--- config.mk ---
export PLATFORM = sky130hd
export DESIGN_NAME = lcdcr_regs
export DESIGN_NICKNAME = d
export VERILOG_FILES = /design/src/lcdcr_pkg.sv /design/src/lcdcr_frame_timer.sv /design/src/lcdcr_regs.sv
export VERILOG_INCLUDE_DIRS = /design/src /design/src/src
export SDC_FILE = /design/constraint.sdc
export NUM_CORES = 1
export LEC_CHECK = 0
export ABC_AREA = 1
export BUFFER_PORTS_ARGS = -buffer_cell sky130_fd_sc_hd__buf_4
export CORE_UTILIZATION = 32
export CTS_BUF_LIST = sky130_fd_sc_hd__clkbuf_8
export CTS_CLUSTER_DIAMETER = 150
export DETAILED_ROUTE_END_ITERATION = 12
export SYNTH_ARGS = -nofsm -noshare
export SYNTH_HDL_FRONTEND = slang
export SYNTH_HIERARCHICAL = 1
export SYNTH_SLANG_ARGS = --single-unit
--- constraint.sdc ---
create_clock -name clk -period 2.1 [get_ports clk]
set_clock_uncertainty 0.2 [all_clocks]
set_input_delay 0.21 -clock clk [delete_from_list [all_inputs] [get_ports clk]]
set_output_delay 0.21 -clock clk [all_outputs]
set_load 0.02 [all_outputs]
--- src/lcdcr_consts.svh ---
// register indices, field positions, reset values of the lcd control block
`ifndef LCDCR_CONSTS_SVH
`define LCDCR_CONSTS_SVH

`define LCDCR_ADDR_W        20
`define LCDCR_IDX_W         18
`define LCDCR_IDX_DCTL      18'h050A0
`define LCDCR_IDX_CADJ      18'h050A1
`define LCDCR_IDX_DUTY      18'h050A2
`define LCDCR_IDX_VREG      18'h050A3
`define LCDCR_IDX_PWR       18'h050A4
`define LCDCR_IDX_IMSK      18'h050A5
`define LCDCR_IDX_IFLG      18'h050A6
`define LCDCR_IDX_CKSEL     18'h050A7

`define LCDCR_DCTL_SEG      7
`define LCDCR_DCTL_COM      6
`define LCDCR_DCTL_AREA     5
`define LCDCR_DCTL_INV      4
`define LCDCR_DCTL_MODE_HI  1
`define LCDCR_DCTL_MODE_LO  0
`define LCDCR_VREG_HVLD     4
`define LCDCR_PWR_REGULATOR_SUPPLY_SELECT     1
`define LCDCR_PWR_BOOSTER_ON      0
`define LCDCR_IMSK_FRAME_IRQ_ENABLE    0
`define LCDCR_IFLG_FRAME_IRQ_FLAG    0
`define LCDCR_CKSEL_SRC     1

`define LCDCR_RST_SEG       1'b1
`define LCDCR_RST_COM       1'b1
`define LCDCR_RST_AREA      1'b0
`define LCDCR_RST_INV       1'b1
`define LCDCR_RST_MODE      2'h0
`define LCDCR_RST_CONTRAST  4'h0
`define LCDCR_RST_DUTY      2'h2
`define LCDCR_RST_HVLD      1'b0
`define LCDCR_RST_REGULATOR_SUPPLY_SELECT     1'b0
`define LCDCR_RST_BOOSTER_ON      1'b0
`define LCDCR_RST_FRAME_IRQ_ENABLE     1'b0
`define LCDCR_RST_FRAME_IRQ_FLAG     1'b0
`define LCDCR_RST_CKSRC     1'b1

`define LCDCR_DUTY_32       2'h2
`define LCDCR_DUTY_16       2'h1
`define LCDCR_LINES_32      5'h1F
`define LCDCR_LINES_16      5'h0F

`endif

--- src/lcdcr_pkg.sv ---
// types shared by the lcd control register block
package lcdcr_pkg;
    typedef logic [7:0] lcdcr_byte_t;
    typedef enum logic [1:0] {
        LCDCR_DISP_OFF,
        LCDCR_DISP_NORMAL,
        LCDCR_DISP_ALL_ON,
        LCDCR_DISP_ALL_OFF
    } lcdcr_dispmode_t;
endpackage : lcdcr_pkg

--- src/lcdcr_frame_timer.sv ---
// common line counter that marks the end of each lcd frame
`timescale 1ns/1ps
`include "lcdcr_consts.svh"
module lcdcr_frame_timer
    import lcdcr_pkg::*;
(
    input  wire logic       clk,          // system clock
    input  wire logic       resetn,       // async reset, active low
    input  wire logic       tick,         // one lcd clock step
    input  wire logic [1:0] duty_select,  // 1/16 or 1/32 duty
    output logic      [4:0] common_index, // current common line
    output logic            frame_event   // one-cycle end of frame
);
    logic [4:0] next_common_index;
    logic       next_frame_event;
    logic [4:0] last_line;

    always_comb begin
        last_line = (duty_select == `LCDCR_DUTY_16) ? `LCDCR_LINES_16
                                                    : `LCDCR_LINES_32;
        next_common_index = common_index;
        next_frame_event  = 1'b0;
        if (tick) begin
            // a duty change mid-frame may leave the index past the end
            if (common_index >= last_line) begin
                next_common_index = 5'h00;
                next_frame_event  = 1'b1;
            end else begin
                next_common_index = common_index + 5'h01;
            end
        end
    end

    always_ff @(posedge clk or negedge resetn) begin
        if (!resetn) begin
            common_index <= 5'h00;
            frame_event  <= 1'b0;
        end else begin
            common_index <= next_common_index;
            frame_event  <= next_frame_event;
        end
    end
endmodule : lcdcr_frame_timer

--- src/lcdcr_regs.sv ---
// apb register bank and display control outputs of the lcd driver
//
// Operation
// - segment, common, inversion bits: 1 normal, 0 reversed; reset 1
// - area-select bit picks display memory area 1 or 0; reset 0
// - mode field: 3 all off, 2 all on, 1 normal, 0 blank; reset 0
// - 4-bit contrast in bits 3..0, 0 lightest, f darkest; reset 0
// - duty 2 is 1/32, 1 is 1/16, reset 2; 0 and 3 forbidden
// - regulator bit 4 switches heavy-load protection; reset 0
// - supply select: 1 boosted second supply, 0 main; reset 0
// - booster control bit runs booster when 1; reset 0
// - frame interrupt enable at mask bit 0; reset 0
// - frame event sets flag; software writes 1 to clear it
// - lcd clock from low-speed oscillator when 1, else high-speed
`timescale 1ns/1ps
`include "lcdcr_consts.svh"
module lcdcr_regs
    import lcdcr_pkg::*;
(
    input  wire logic                     clk,       // 100 MHz clock
    input  wire logic                     resetn,    // async reset, low
    input  wire logic                     psel,      // apb select
    input  wire logic                     penable,   // apb access phase
    input  wire logic                     pwrite,    // apb write
    input  wire logic [`LCDCR_ADDR_W-1:0] paddr,     // apb byte address
    input  wire logic [31:0]              pwdata,    // apb write data
    output logic      [31:0]              prdata,    // apb read data
    output logic                          pready,    // apb ready
    output logic                          pslverr,   // unmapped access
    input  wire logic                     low_speed_oscillator,  // tick
    input  wire logic                     high_speed_oscillator, // tick
    output logic                          segment_order_normal,  // seg
    output logic                          common_order_normal,   // com
    output logic                          display_area_select,   // area
    output logic                          inverse_display_off,   // inv
    output logic      [1:0]               display_mode_field,    // mode
    output logic                          display_blank,   // all blank
    output logic                          display_all_on,  // force on
    output logic                          display_all_off, // force off
    output logic      [3:0]               contrast_level,  // contrast
    output logic      [1:0]               duty_select,     // duty
    output logic                          heavy_load_protect,      // hvld
    output logic                          regulator_supply_select, // vd
    output logic                          booster_on,              // pb
    output logic                          frame_irq_enable,        // ie
    output logic                          frame_irq_flag,          // if
    output logic                          lcd_clock_source_select, // src
    output logic                          lcd_clk_tick,    // lcd step
    output logic      [4:0]               common_index,    // line
    output logic                          frame_event,     // frame end
    output logic                          lcd_irq          // irq request
);
    logic [`LCDCR_IDX_W-1:0] idx;
    logic                    addr_ok;
    logic                    mapped;
    logic                    wr_en;
    logic                    rd_setup;
    logic                    wr_dctl;
    logic                    wr_cadj;
    logic                    wr_duty;
    logic                    wr_vreg;
    logic                    wr_pwr;
    logic                    wr_imsk;
    logic                    wr_iflg;
    logic                    wr_cksel;
    lcdcr_byte_t             rd_byte;

    // control state next values and the display mode register
    logic            next_seg;
    logic            next_com;
    logic            next_area;
    logic            next_inv;
    lcdcr_dispmode_t next_mode;
    logic [3:0]      next_contrast;
    logic [1:0]      next_duty;
    logic            next_hvld;
    logic            next_regulator_supply_select;
    logic            next_booster_on;
    logic            next_frame_irq_enable;
    logic            next_frame_irq_flag;
    logic            next_cksrc;
    lcdcr_dispmode_t mode;

    // bus answer and lcd tick next values
    logic [31:0]     next_prdata;
    logic            next_pslverr;
    logic            next_tick;

    assign idx      = paddr[`LCDCR_ADDR_W-1:2];
    assign addr_ok  = (paddr[1:0] == 2'h0);
    // writes land only at the completing edge; pready is always high
    assign wr_en    = psel & penable & pwrite;
    assign rd_setup = psel & ~penable;
    assign pready   = 1'b1;

    always_comb begin
        mapped = addr_ok;
        case (idx)
            `LCDCR_IDX_DCTL,
            `LCDCR_IDX_CADJ,
            `LCDCR_IDX_DUTY,
            `LCDCR_IDX_VREG,
            `LCDCR_IDX_PWR,
            `LCDCR_IDX_IMSK,
            `LCDCR_IDX_IFLG,
            `LCDCR_IDX_CKSEL: mapped = addr_ok;
            default:          mapped = 1'b0;
        endcase
    end

    assign wr_dctl  = wr_en & addr_ok & (idx == `LCDCR_IDX_DCTL);
    assign wr_cadj  = wr_en & addr_ok & (idx == `LCDCR_IDX_CADJ);
    assign wr_duty  = wr_en & addr_ok & (idx == `LCDCR_IDX_DUTY);
    assign wr_vreg  = wr_en & addr_ok & (idx == `LCDCR_IDX_VREG);
    assign wr_pwr   = wr_en & addr_ok & (idx == `LCDCR_IDX_PWR);
    assign wr_imsk  = wr_en & addr_ok & (idx == `LCDCR_IDX_IMSK);
    assign wr_iflg  = wr_en & addr_ok & (idx == `LCDCR_IDX_IFLG);
    assign wr_cksel = wr_en & addr_ok & (idx == `LCDCR_IDX_CKSEL);

    always_comb begin
        next_seg      = segment_order_normal;
        next_com      = common_order_normal;
        next_area     = display_area_select;
        next_inv      = inverse_display_off;
        next_mode     = mode;
        next_contrast = contrast_level;
        next_duty     = duty_select;
        next_hvld     = heavy_load_protect;
        next_regulator_supply_select    = regulator_supply_select;
        next_booster_on     = booster_on;
        next_frame_irq_enable    = frame_irq_enable;
        next_cksrc    = lcd_clock_source_select;
        if (wr_dctl) begin
            next_seg  = pwdata[`LCDCR_DCTL_SEG];
            next_com  = pwdata[`LCDCR_DCTL_COM];
            next_inv  = pwdata[`LCDCR_DCTL_INV];
            next_area = pwdata[`LCDCR_DCTL_AREA];
            next_mode = lcdcr_dispmode_t'(
                pwdata[`LCDCR_DCTL_MODE_HI:`LCDCR_DCTL_MODE_LO]);
        end
        if (wr_cadj) begin
            next_contrast = pwdata[3:0];
        end
        // reserved duty codes are dropped so the timer never sees them
        if (wr_duty && (pwdata[1:0] == `LCDCR_DUTY_32 ||
                        pwdata[1:0] == `LCDCR_DUTY_16)) begin
            next_duty = pwdata[1:0];
        end
        if (wr_vreg) begin
            next_hvld = pwdata[`LCDCR_VREG_HVLD];
        end
        if (wr_pwr) begin
            next_regulator_supply_select = pwdata[`LCDCR_PWR_REGULATOR_SUPPLY_SELECT];
            next_booster_on  = pwdata[`LCDCR_PWR_BOOSTER_ON];
        end
        if (wr_imsk) begin
            next_frame_irq_enable = pwdata[`LCDCR_IMSK_FRAME_IRQ_ENABLE];
        end
        if (wr_cksel) begin
            next_cksrc = pwdata[`LCDCR_CKSEL_SRC];
        end
        // a frame event in the clearing cycle wins over the clear
        next_frame_irq_flag = (frame_irq_flag &
                      ~(wr_iflg & pwdata[`LCDCR_IFLG_FRAME_IRQ_FLAG])) |
                     frame_event;
    end

    always_ff @(posedge clk or negedge resetn) begin
        if (!resetn) begin
            segment_order_normal    <= `LCDCR_RST_SEG;
            common_order_normal     <= `LCDCR_RST_COM;
            display_area_select     <= `LCDCR_RST_AREA;
            inverse_display_off     <= `LCDCR_RST_INV;
            mode                    <= LCDCR_DISP_OFF;
            contrast_level          <= `LCDCR_RST_CONTRAST;
            duty_select             <= `LCDCR_RST_DUTY;
            heavy_load_protect      <= `LCDCR_RST_HVLD;
            regulator_supply_select <= `LCDCR_RST_REGULATOR_SUPPLY_SELECT;
            booster_on              <= `LCDCR_RST_BOOSTER_ON;
            frame_irq_enable        <= `LCDCR_RST_FRAME_IRQ_ENABLE;
            frame_irq_flag          <= `LCDCR_RST_FRAME_IRQ_FLAG;
            lcd_clock_source_select <= `LCDCR_RST_CKSRC;
        end else begin
            segment_order_normal    <= next_seg;
            common_order_normal     <= next_com;
            display_area_select     <= next_area;
            inverse_display_off     <= next_inv;
            mode                    <= next_mode;
            contrast_level          <= next_contrast;
            duty_select             <= next_duty;
            heavy_load_protect      <= next_hvld;
            regulator_supply_select <= next_regulator_supply_select;
            booster_on              <= next_booster_on;
            frame_irq_enable        <= next_frame_irq_enable;
            frame_irq_flag          <= next_frame_irq_flag;
            lcd_clock_source_select <= next_cksrc;
        end
    end

    assign display_mode_field = mode;
    assign display_blank      = (mode == LCDCR_DISP_OFF);
    assign display_all_on     = (mode == LCDCR_DISP_ALL_ON);
    assign display_all_off    = (mode == LCDCR_DISP_ALL_OFF);
    assign lcd_irq            = frame_irq_flag & frame_irq_enable;

    // read data is latched in the setup cycle so prdata comes from flops
    always_comb begin
        rd_byte = 8'h00;
        case (idx)
            `LCDCR_IDX_DCTL: rd_byte = {segment_order_normal,
                                        common_order_normal,
                                        display_area_select,
                                        inverse_display_off,
                                        2'h0, mode};
            `LCDCR_IDX_CADJ: rd_byte = {4'h0, contrast_level};
            `LCDCR_IDX_DUTY: rd_byte = {6'h00, duty_select};
            `LCDCR_IDX_VREG: rd_byte = {3'h0, heavy_load_protect, 4'h0};
            `LCDCR_IDX_PWR:  rd_byte = {6'h00, regulator_supply_select,
                                        booster_on};
            `LCDCR_IDX_IMSK: rd_byte = {7'h00, frame_irq_enable};
            `LCDCR_IDX_IFLG: rd_byte = {7'h00, frame_irq_flag};
            `LCDCR_IDX_CKSEL: rd_byte = {6'h00, lcd_clock_source_select,
                                         1'b0};
            default:         rd_byte = 8'h00;
        endcase
        next_prdata  = prdata;
        next_pslverr = pslverr;
        if (rd_setup) begin
            next_prdata  = (mapped && !pwrite) ? {24'h000000, rd_byte}
                                               : 32'h00000000;
            next_pslverr = ~mapped;
        end
    end

    always_ff @(posedge clk or negedge resetn) begin
        if (!resetn) begin
            prdata  <= 32'h00000000;
            pslverr <= 1'b0;
        end else begin
            prdata  <= next_prdata;
            pslverr <= next_pslverr;
        end
    end

    // both oscillator steps arrive as enables on the one system clock
    always_comb begin
        next_tick = lcd_clock_source_select ? low_speed_oscillator
                                            : high_speed_oscillator;
    end

    always_ff @(posedge clk or negedge resetn) begin
        if (!resetn) begin
            lcd_clk_tick <= 1'b0;
        end else begin
            lcd_clk_tick <= next_tick;
        end
    end

    lcdcr_frame_timer u_frame_timer (
        .clk          (clk),
        .resetn       (resetn),
        .tick         (lcd_clk_tick),
        .duty_select  (duty_select),
        .common_index (common_index),
        .frame_event  (frame_event)
    );
endmodule : lcdcr_regs

== After elaboration in Yosys (flattened, before gate mapping) ==
Index checks and enable logic that the tools add are counted.
Widths: inputs -> output; s select.
Cells by class
  equality and inequality tests: 13
  $lt $le $gt $ge: 1
  bitwise operators: 19
  multiplexer cells: 8
  multiply operators: 0
  shifts and indexed selects: 0
  div/mod/pow operators: 0
  reduce and logical (&&, ||, !) cells: 7
  add/subtract/negate cells: 1
Operator list (number)
  $eq 18x15->1 const B: 8
  $pmux 8 s8: 1
  $and 1x1->1: 15
  $mux 5: 2
  $mux 8: 1
  $reduce_or 8->1: 1
  $eq 2x2->1 const B: 3
  $add 5x1->5 const B: 1
  $ge 5x5->1: 1
  $eq 2x1->1 const B: 2
  $logic_not 2->1: 2
  $mux 1: 4
  $not 1->1: 3
  $logic_and 1x1->1: 2
  $logic_not 1->1: 1
  $logic_or 1x1->1: 1
  $or 1x1->1: 1
Storage, ports and cells
  bits in registers: 58
  input bits: 59
  memory bits (writable): 0
  output and inout bits: 63
  bits in read-only memories: 0
  memories: 0
  bits in latches: 0
  logic and storage cells: 67

== Longest topological paths before layout ==
Gate-level depths: netlist of run 1.
  word-level depth: 8
  depth in mapped cells: 12
  mapped depth without buffers: 12

== By module ==
The synthesis of run 1 kept the hierarchy.
Modules (own cells, without submodules)
  lcdcr_regs: sequential area each 706.9 µm², area each 1689.1 µm², cells an instance 214, times used 1
  lcdcr_frame_timer: sequential area each 150.1 µm², area each 337.8 µm², cells an instance 43, times used 1

== Worst setup path before layout of run 1 ==
No wires, ideal clock.
  path type: reg2reg
  from: register duty_select[1]
  to: register u_frame_timer.common_index[4]
  setup time: 113 ps
  required time: 1787 ps
  slack: 494 ps
  cell stages (with the launch flop): 10
  arrival: 1293 ps
  path buffers: 0
  period minus slack after synthesis: 1606 ps
  cells stage by stage: dfstp_2 -> nor2_1 -> ha_1 -> nand2_1 -> inv_1 -> nand2_1 -> nand2_2 -> nand2_1 -> nand2_1 -> inv_1
Between the ends
  cells in the longest elaborated chain, start to end: 4
Ends and longest elaborated chain
  start: declaration: line lcdcr_regs.sv:41  | output logic [1:0] duty_select,
  start signal: assignment: line lcdcr_regs.sv:176  | duty_select <= `LCDCR_RST_DUTY;
  start signal: assignment: line lcdcr_regs.sv:190  | duty_select <= next_duty;
  $eq 2x1->1 (no line)
  $mux 5 (no line)
  $ge 5x5->1: line lcdcr_frame_timer.sv:25  | if (common_index >= last_line) begin
  $mux 5: line lcdcr_frame_timer.sv:25
  end signal: assignment: line lcdcr_frame_timer.sv:39  | common_index <= next_common_index;
  end: declaration: line lcdcr_frame_timer.sv:11  | output logic [4:0] common_index,
Every way passes these cells.
A chain may end at the register's enable or synchronous reset.

== Final worst setup path of run 1 ==
  from: register lcd_clock_source_select
  to: register lcd_clk_tick
Between the ends
  cells in the longest elaborated chain, start to end: 1
Ends and longest elaborated chain
  start: declaration: line lcdcr_regs.sv:47  | output logic lcd_clock_source_select,
  start signal: assignment: line lcdcr_regs.sv:182  | lcd_clock_source_select <= `LCDCR_RST_CKSRC;
  start signal: assignment: line lcdcr_regs.sv:196  | lcd_clock_source_select <= next_cksrc;
  $mux 1: line lcdcr_regs.sv:247  | next_tick = lcd_clock_source_select ? low_speed_oscillator
  net next_tick: line lcdcr_regs.sv:87  | logic next_tick;
  end signal: assignment: line lcdcr_regs.sv:255  | lcd_clk_tick <= next_tick;
  end: declaration: line lcdcr_regs.sv:48  | output logic lcd_clk_tick,
The timed path passes the listed nets, and every way through them passes these cells.

==> results.py, run 1 <==
metrics = {
    "run_status": {
        "status": "completed",
    },
    "finish": {
        "fin_util_pct": 45.4,
        "multiInputGateArea_um2": 956,
        "area_growth_pct": 34.9,
        "diodes": 0,
        "fin_nets": 403,
        "drive_above_1_share_pct": 29.4,
        "seqCellArea_um2": 857,
        "n_fill_cell": 622,
    },
    "die": {
        "die_w_um": 81.6,
        "num_rows": 28,
        "die_y_um": 81.6,
        "num_io_pins": 122,
        "die_area_um2": 6660,
        "core_um2": 6030,
        "start_util_pct": 33.6,
    },
    "logic_synthesis": {
        "syn_avg_cell_area_um2": 7.89,
        "synth_top_area_share_pct": 35.8,
        "synth-seq-cells": 34,
        "synth_commonest_cells": "nand2_1, dfrtp_1, buf_4, inv_1, nor2_1",
        "synth-edff-count": 0,
        "syn_inst": 257,
        "synth_most_common_cell": "nand2_1",
        "synthTopCellsByArea": "dfrtp_1, nand2_1, buf_4",
        "seq_area_frac_synth_pct": 42.3,
        "synth_largest_area_cell": "dfrtp_1",
        "synth_ff_type": "dfrtp_1",
        "yosysWarnings": 6,
        "syn_area_um2": 2030,
        "yosysUniqueCellTypes": 33,
        "synthArstFlopShare_pct": 100,
    },
    "clock_tree": {
        "clkTransAtPathRegs_ps": 70,
        "clockRootBuffer": "clkbuf_8",
        "cts_tree": "built",
        "clock_sinks": 34,
        "numCtsBuffers": 5,
        "clockBufferDepth": 2,
        "post_cts_buffers": 0,
        "cts-htree-levels": 2,
        "clkLatencyLatePin_ps": 280,
    },
    "global_route": {
        "grt_pass1_vias": 1697,
        "antenna_found_initial": 0,
        "grt.total_usage_pct": 15.1,
        "grt_pass1_wl_um": 7610,
        "grt-ovfl-total": 0,
        "grt_max_degree": 35,
    },
    "critical_path": {
        "arrival_ps": 1720,
        "crit_chain": "mux2_2, dlygate4sd3_1",
        "worstRegToRegCells": 2,
        "crit_family": "flip-flops",
        "cp_max_fo": 4,
        "worstPathRequired_ps": 2060,
        "cp_num_cells": 2,
        "critPathCaptureType": "flop",
        "slowest_stage": "dfstp_2",
        "cp-start-kind": "flop",
        "timing.critical_path.buf_inv": 1,
        "crit_type": "reg2reg",
        "cpPeakStageDelay_ps": 560,
        "ff2ff_setup_slack_ps": 350,
    },
    "job": {
        "max-cap-violations": 0,
    },
    "place": {
        "dp_slack_ps": 328,
        "port_buffers": 72,
        "finalWeightedCongestion": 0.788,
        "post-dp-hpwl_um": 3560,
    },
    "power": {
        "p_switching_uw": 551,
        "p_int_mw": 1.16,
        "pwr-share-seq_pct": 45.9,
        "swShare_pct": 32.3,
        "power_density_nw_per_um2": 624,
        "p_leak_nw": 1.55,
        "clockPowerShare_pct": 29.0,
        "p_comb_share_pct": 25.1,
        "max-vdd-ir-drop_uv": 315,
    },
    "sta": {
        "hold_violations": 0,
        "min_period_ps": 1750,
        "fin_ws_ps": 348,
        "post-route-period-util_pct": 83.4,
        "drv_slew": 0,
        "max_freq_mhz": 571,
        "tns_ps": 0,
        "setup_viol": 0,
        "fin_hold_ws_ps": 50.7,
        "rsz0062_at_grt": "no",
    },
    "routing": {
        "vias_per_cell": 4.45,
        "drc": 0,
        "drt_wl_total_um": 4750,
        "first_pass_iters": 4,
        "drtIter0Drc": 77,
        "vias": 1862,
        "avgRoutedWirePerCell_um": 11.4,
        "antenna_left": 0,
    },
    "hold_path": {
        "min_path_type": "in2reg",
        "hold_depth": 3,
    },
}
-- through the flow --
stage | power [mW] | std cells | cell area (um^2)
floorplan | 1.06 | 280 | 2110
global placement | 1.21 | 401 | 2550
detailed placement | 1.22 | 401 | 2550
CTS | 1.73 | 418 | 2730
global route | 1.82 | 418 | 2730
finish | 1.71 | 418 | 2730
-- final timing paths --
path,startpoint,to
worst max register to register,lcd_clock_source_select,lcd_clk_tick
min in group asynchronous,resetn,prdata[3]
worst min register to register,u_frame_timer/frame_event,frame_irq_flag
max in group asynchronous,resetn,common_order_normal
worst max-delay path,lcd_clock_source_select,lcd_clk_tick
worst min-delay path,pwdata[0],frame_irq_flag
-- logic make-up (layout without fill, tap and decap cells) --
logic type	after synthesis	count (layout)	synth area share (%)
simple gates	136	136	32.7
buf+inv	53	116	14.8
flops	34	34	42.3
compound gates	27	27	7.22
fa+ha+maj	2	2	1.23
other cells	2	25	0.371
xor+xnor	2	2	0.864
mux	1	1	0.556
-- sequential cells by signal, indices dropped and copies added, names as in the netlist --
name	cells
lcd_clock_source_select	1
inverse_display_off	1
prdata	8
frame_irq_enable	1
heavy_load_protect	1
common_order_normal	1
frame_irq_flag	1
segment_order_normal	1
booster_on	1
u_frame_timer/common_index	5
display_area_select	1
regulator_supply_select	1
duty_select	2
lcd_clk_tick	1
display_mode_field	2
contrast_level	4
u_frame_timer/frame_event	1
pslverr	1
-- worst min-delay path: cells and delay by family --
kind	cells	cell delay, ps
AOI/OAI and AO/OA	1	100
buffers and inverters	1	120
and+or+nand+nor	1	80
-- placed cells by master (no fill, tap or decap), types with 2 or more instances in the layout --
master         instances
dlygate4sd3_1          9
nand4_1                8
o21ai_1                6
a21oi_1                6
dfstp_2                5
nand2_1               72
inv_1                 26
nand2_4                2
nand3_1               14
nor2_8                 2
xor2_1                 2
ha_1                   2
clkbuf_8               6
buf_4                 73
nor2_1                25
dfrtp_1               29
nand2_2                3
nor2_4                 3
a31oi_1                2
conb_1                25
o21ai_0               10
-- final cells by class --
class,instances,share of cell area [%]
repair buffers,82,23.3
well taps,75,3.43
flip-flops and latches,34,31.4
clock buffers,6,3.02
inverters,26,3.57
multi-input cells,193,35.0
clock inverters,2,0.320
-- what timing repair did --
item	in CTS	in global routing
setup endpoints to repair	0	0
resized for setup	0	0
hold buffers	9	0
hold endpoints to repair	37	0
-- power groups by stage --
stage               Sequential (mW)  Clock (mW)  Combinational (mW)
floorplan                     0.847           0               0.213
global placement              0.795           0               0.411
detailed placement            0.797           0               0.419
CTS                           0.786       0.510               0.434
global route                  0.795       0.543               0.481
finish                        0.784       0.496               0.428
-- routing by layer --
layer  global-route usage (%)  vias up  share of wire, %
met5                        0        -                 0
met4                     4.91        0               1.6
met3                     4.00        7               7.6
met2                     25.5       74                48
met1                     18.5      842                43
li1                         -      939                 -
No activity file was read; power rests on OpenSTA's default activity.
==> inputs of run 2 (changes only) <==
==> constraint.sdc (replaced) <==
create_clock -name clk -period 1.8 [get_ports clk]
set_clock_uncertainty 0.2 [all_clocks]
set_input_delay 0.18 -clock clk [delete_from_list [all_inputs] [get_ports clk]]
set_output_delay 0.18 -clock clk [all_outputs]
set_load 0.02 [all_outputs]
==> run 2 against run 1 <==
Wire length grew 2.4%. Sequential power grew 17%. Final area grew 2.3%.
==> results.py, run 2 (synthesized netlist as in run 1, its figures left out) <==
metrics = {
    "die": {
        "core_um2": 6030,
        "die_area_um2": 6660,
        "num_rows": 28,
        "num_io_pins": 122,
        "die_y_um": 81.6,
        "start_util_pct": 33.6,
        "die_w_um": 81.6,
    },
    "run_status": {
        "status": "completed",
    },
    "finish": {
        "area_growth_pct": 38.0,
        "diodes": 0,
        "drive_above_1_share_pct": 30.5,
        "seqCellArea_um2": 857,
        "layout.cells.non_filler": 423,
        "layout_common_cells": "buf_4, nand2_1, dfrtp_1",
        "final_common_cell": "buf_4",
        "multiInputGateArea_um2": 956,
        "fin_nets": 408,
        "top_regs": "prdata (8), u_frame_timer/common_index (5), contrast_level (4)",
        "top_register": "prdata",
        "largest_reg_flops": 8,
        "n_fill_cell": 598,
    },
    "global_route": {
        "grt_max_degree": 35,
        "antenna_found_initial": 0,
        "grt-ovfl-total": 0,
        "grt.total_usage_pct": 15.1,
        "grt_pass1_vias": 1620,
        "grt_pass1_wl_um": 7550,
    },
    "critical_path": {
        "arrival_ps": 1700,
        "cp-start-kind": "flop",
        "critPathCaptureType": "flop",
        "worstPathRequired_ps": 1770,
        "crit_type": "reg2reg",
        "worstRegToRegCells": 2,
        "cp_max_fo": 3,
    },
    "clock_tree": {
        "clockBufferDepth": 2,
        "numCtsBuffers": 5,
        "clock_sinks": 34,
        "clkTransAtPathRegs_ps": 70,
        "cts-htree-levels": 2,
        "cts_tree": "built",
        "clockRootBuffer": "clkbuf_8",
        "clkLatencyLatePin_ps": 280,
    },
    "sta": {
        "tns_ps": 0,
        "drv_slew": 0,
        "hold_violations": 0,
        "rsz0062_at_grt": "no",
        "setup_viol": 0,
        "min_period_ps": 1740,
        "fin_hold_ws_ps": 32.5,
        "post-route-period-util_pct": 96.5,
        "max_freq_mhz": 576,
    },
    "place": {
        "finalWeightedCongestion": 0.808,
        "post-dp-hpwl_um": 3640,
        "place_inst": 405,
        "port_buffers": 72,
    },
    "power": {
        "power_density_nw_per_um2": 766,
        "max-vdd-ir-drop_uv": 747,
        "p_leak_nw": 1.59,
        "totalPowerFinal_mw": 2.14,
    },
    "routing": {
        "avgRoutedWirePerCell_um": 11.5,
        "antenna_left": 0,
        "drc": 0,
        "drtIter0Drc": 93,
        "drt_wl_total_um": 4860,
        "first_pass_iters": 4,
        "vias": 1847,
        "vias_per_cell": 4.37,
    },
    "hold_path": {
        "min_path_type": "in2reg",
        "hold_depth": 3,
    },
    "job": {
        "max-cap-violations": 0,
    },
}
-- run 2: worst max-delay path, stage by stage (launching register included) --
cell and delay, ps:
dfstp_2 550, mux2_2 320, dlygate4sd3_1 550
-- run 2: final timing paths --
| check | slack [ps] | end | startpoint |
|---|---|---|---|
| worst max register to register | 60 | lcd_clk_tick | lcd_clock_source_select |
| min in group asynchronous | 190 | prdata[3] | resetn |
| max in group asynchronous | 860 | duty_select[1] | resetn |
| worst min register to register | 250 | frame_irq_flag | u_frame_timer/frame_event |
| worst max-delay path | 60 | lcd_clk_tick | lcd_clock_source_select |
| worst min-delay path | 30 | frame_irq_flag | pwdata[0] |
-- run 2: what timing repair did --
action                     4_1_cts  5_1_grt
setup endpoints to repair        0        1
hold buffers                     9        0
hold endpoints to repair        42        0
setup buffers                    0        1
gates resized for setup          0        0
-- run 2: routing by layer --
metal / part of all wire [%] / wire, um / vias to the layer above / global-route usage (%)
met5: 0 / 0 / - / 0
met2: 48 / 2340 / 75 / 24.7
met3: 6.5 / 315 / 4 / 3.89
met1: 44 / 2160 / 820 / 19.7
met4: 0.93 / 45 / 0 / 4.21
li1: - / - / 948 / -
-- run 2: layout make-up --
class                   count  share of cell area [%]
clock inverters             2                    1.21
clock buffers               6                    2.95
multi-input cells         193                    34.2
flip-flops and latches     34                    30.6
inverters                  26                    3.49
repair buffers             87                    24.2
well taps                  75                    3.36
-- run 2: power by group --
| part | total (mW) | internal (mW) | switching [mW] |
|---|---|---|---|
| clock | 0.723 | 0.446 | 0.277 |
| sequential | 0.915 | 0.828 | 0.0874 |
| combinational | 0.504 | 0.219 | 0.285 |
| total | 2.14 | 1.49 | 0.649 |
-- run 2: through the flow --
step / setup slack, ps / utilization [%] / area, um^2
floorplan: 194 / - / 2110
global placement: 116 / 42.9 / 2580
detailed placement: 108 / 42.9 / 2580
CTS: 43.5 / 46.3 / 2790
global route: 31.3 / 46.4 / 2800
finish: 62.9 / 46.4 / 2800
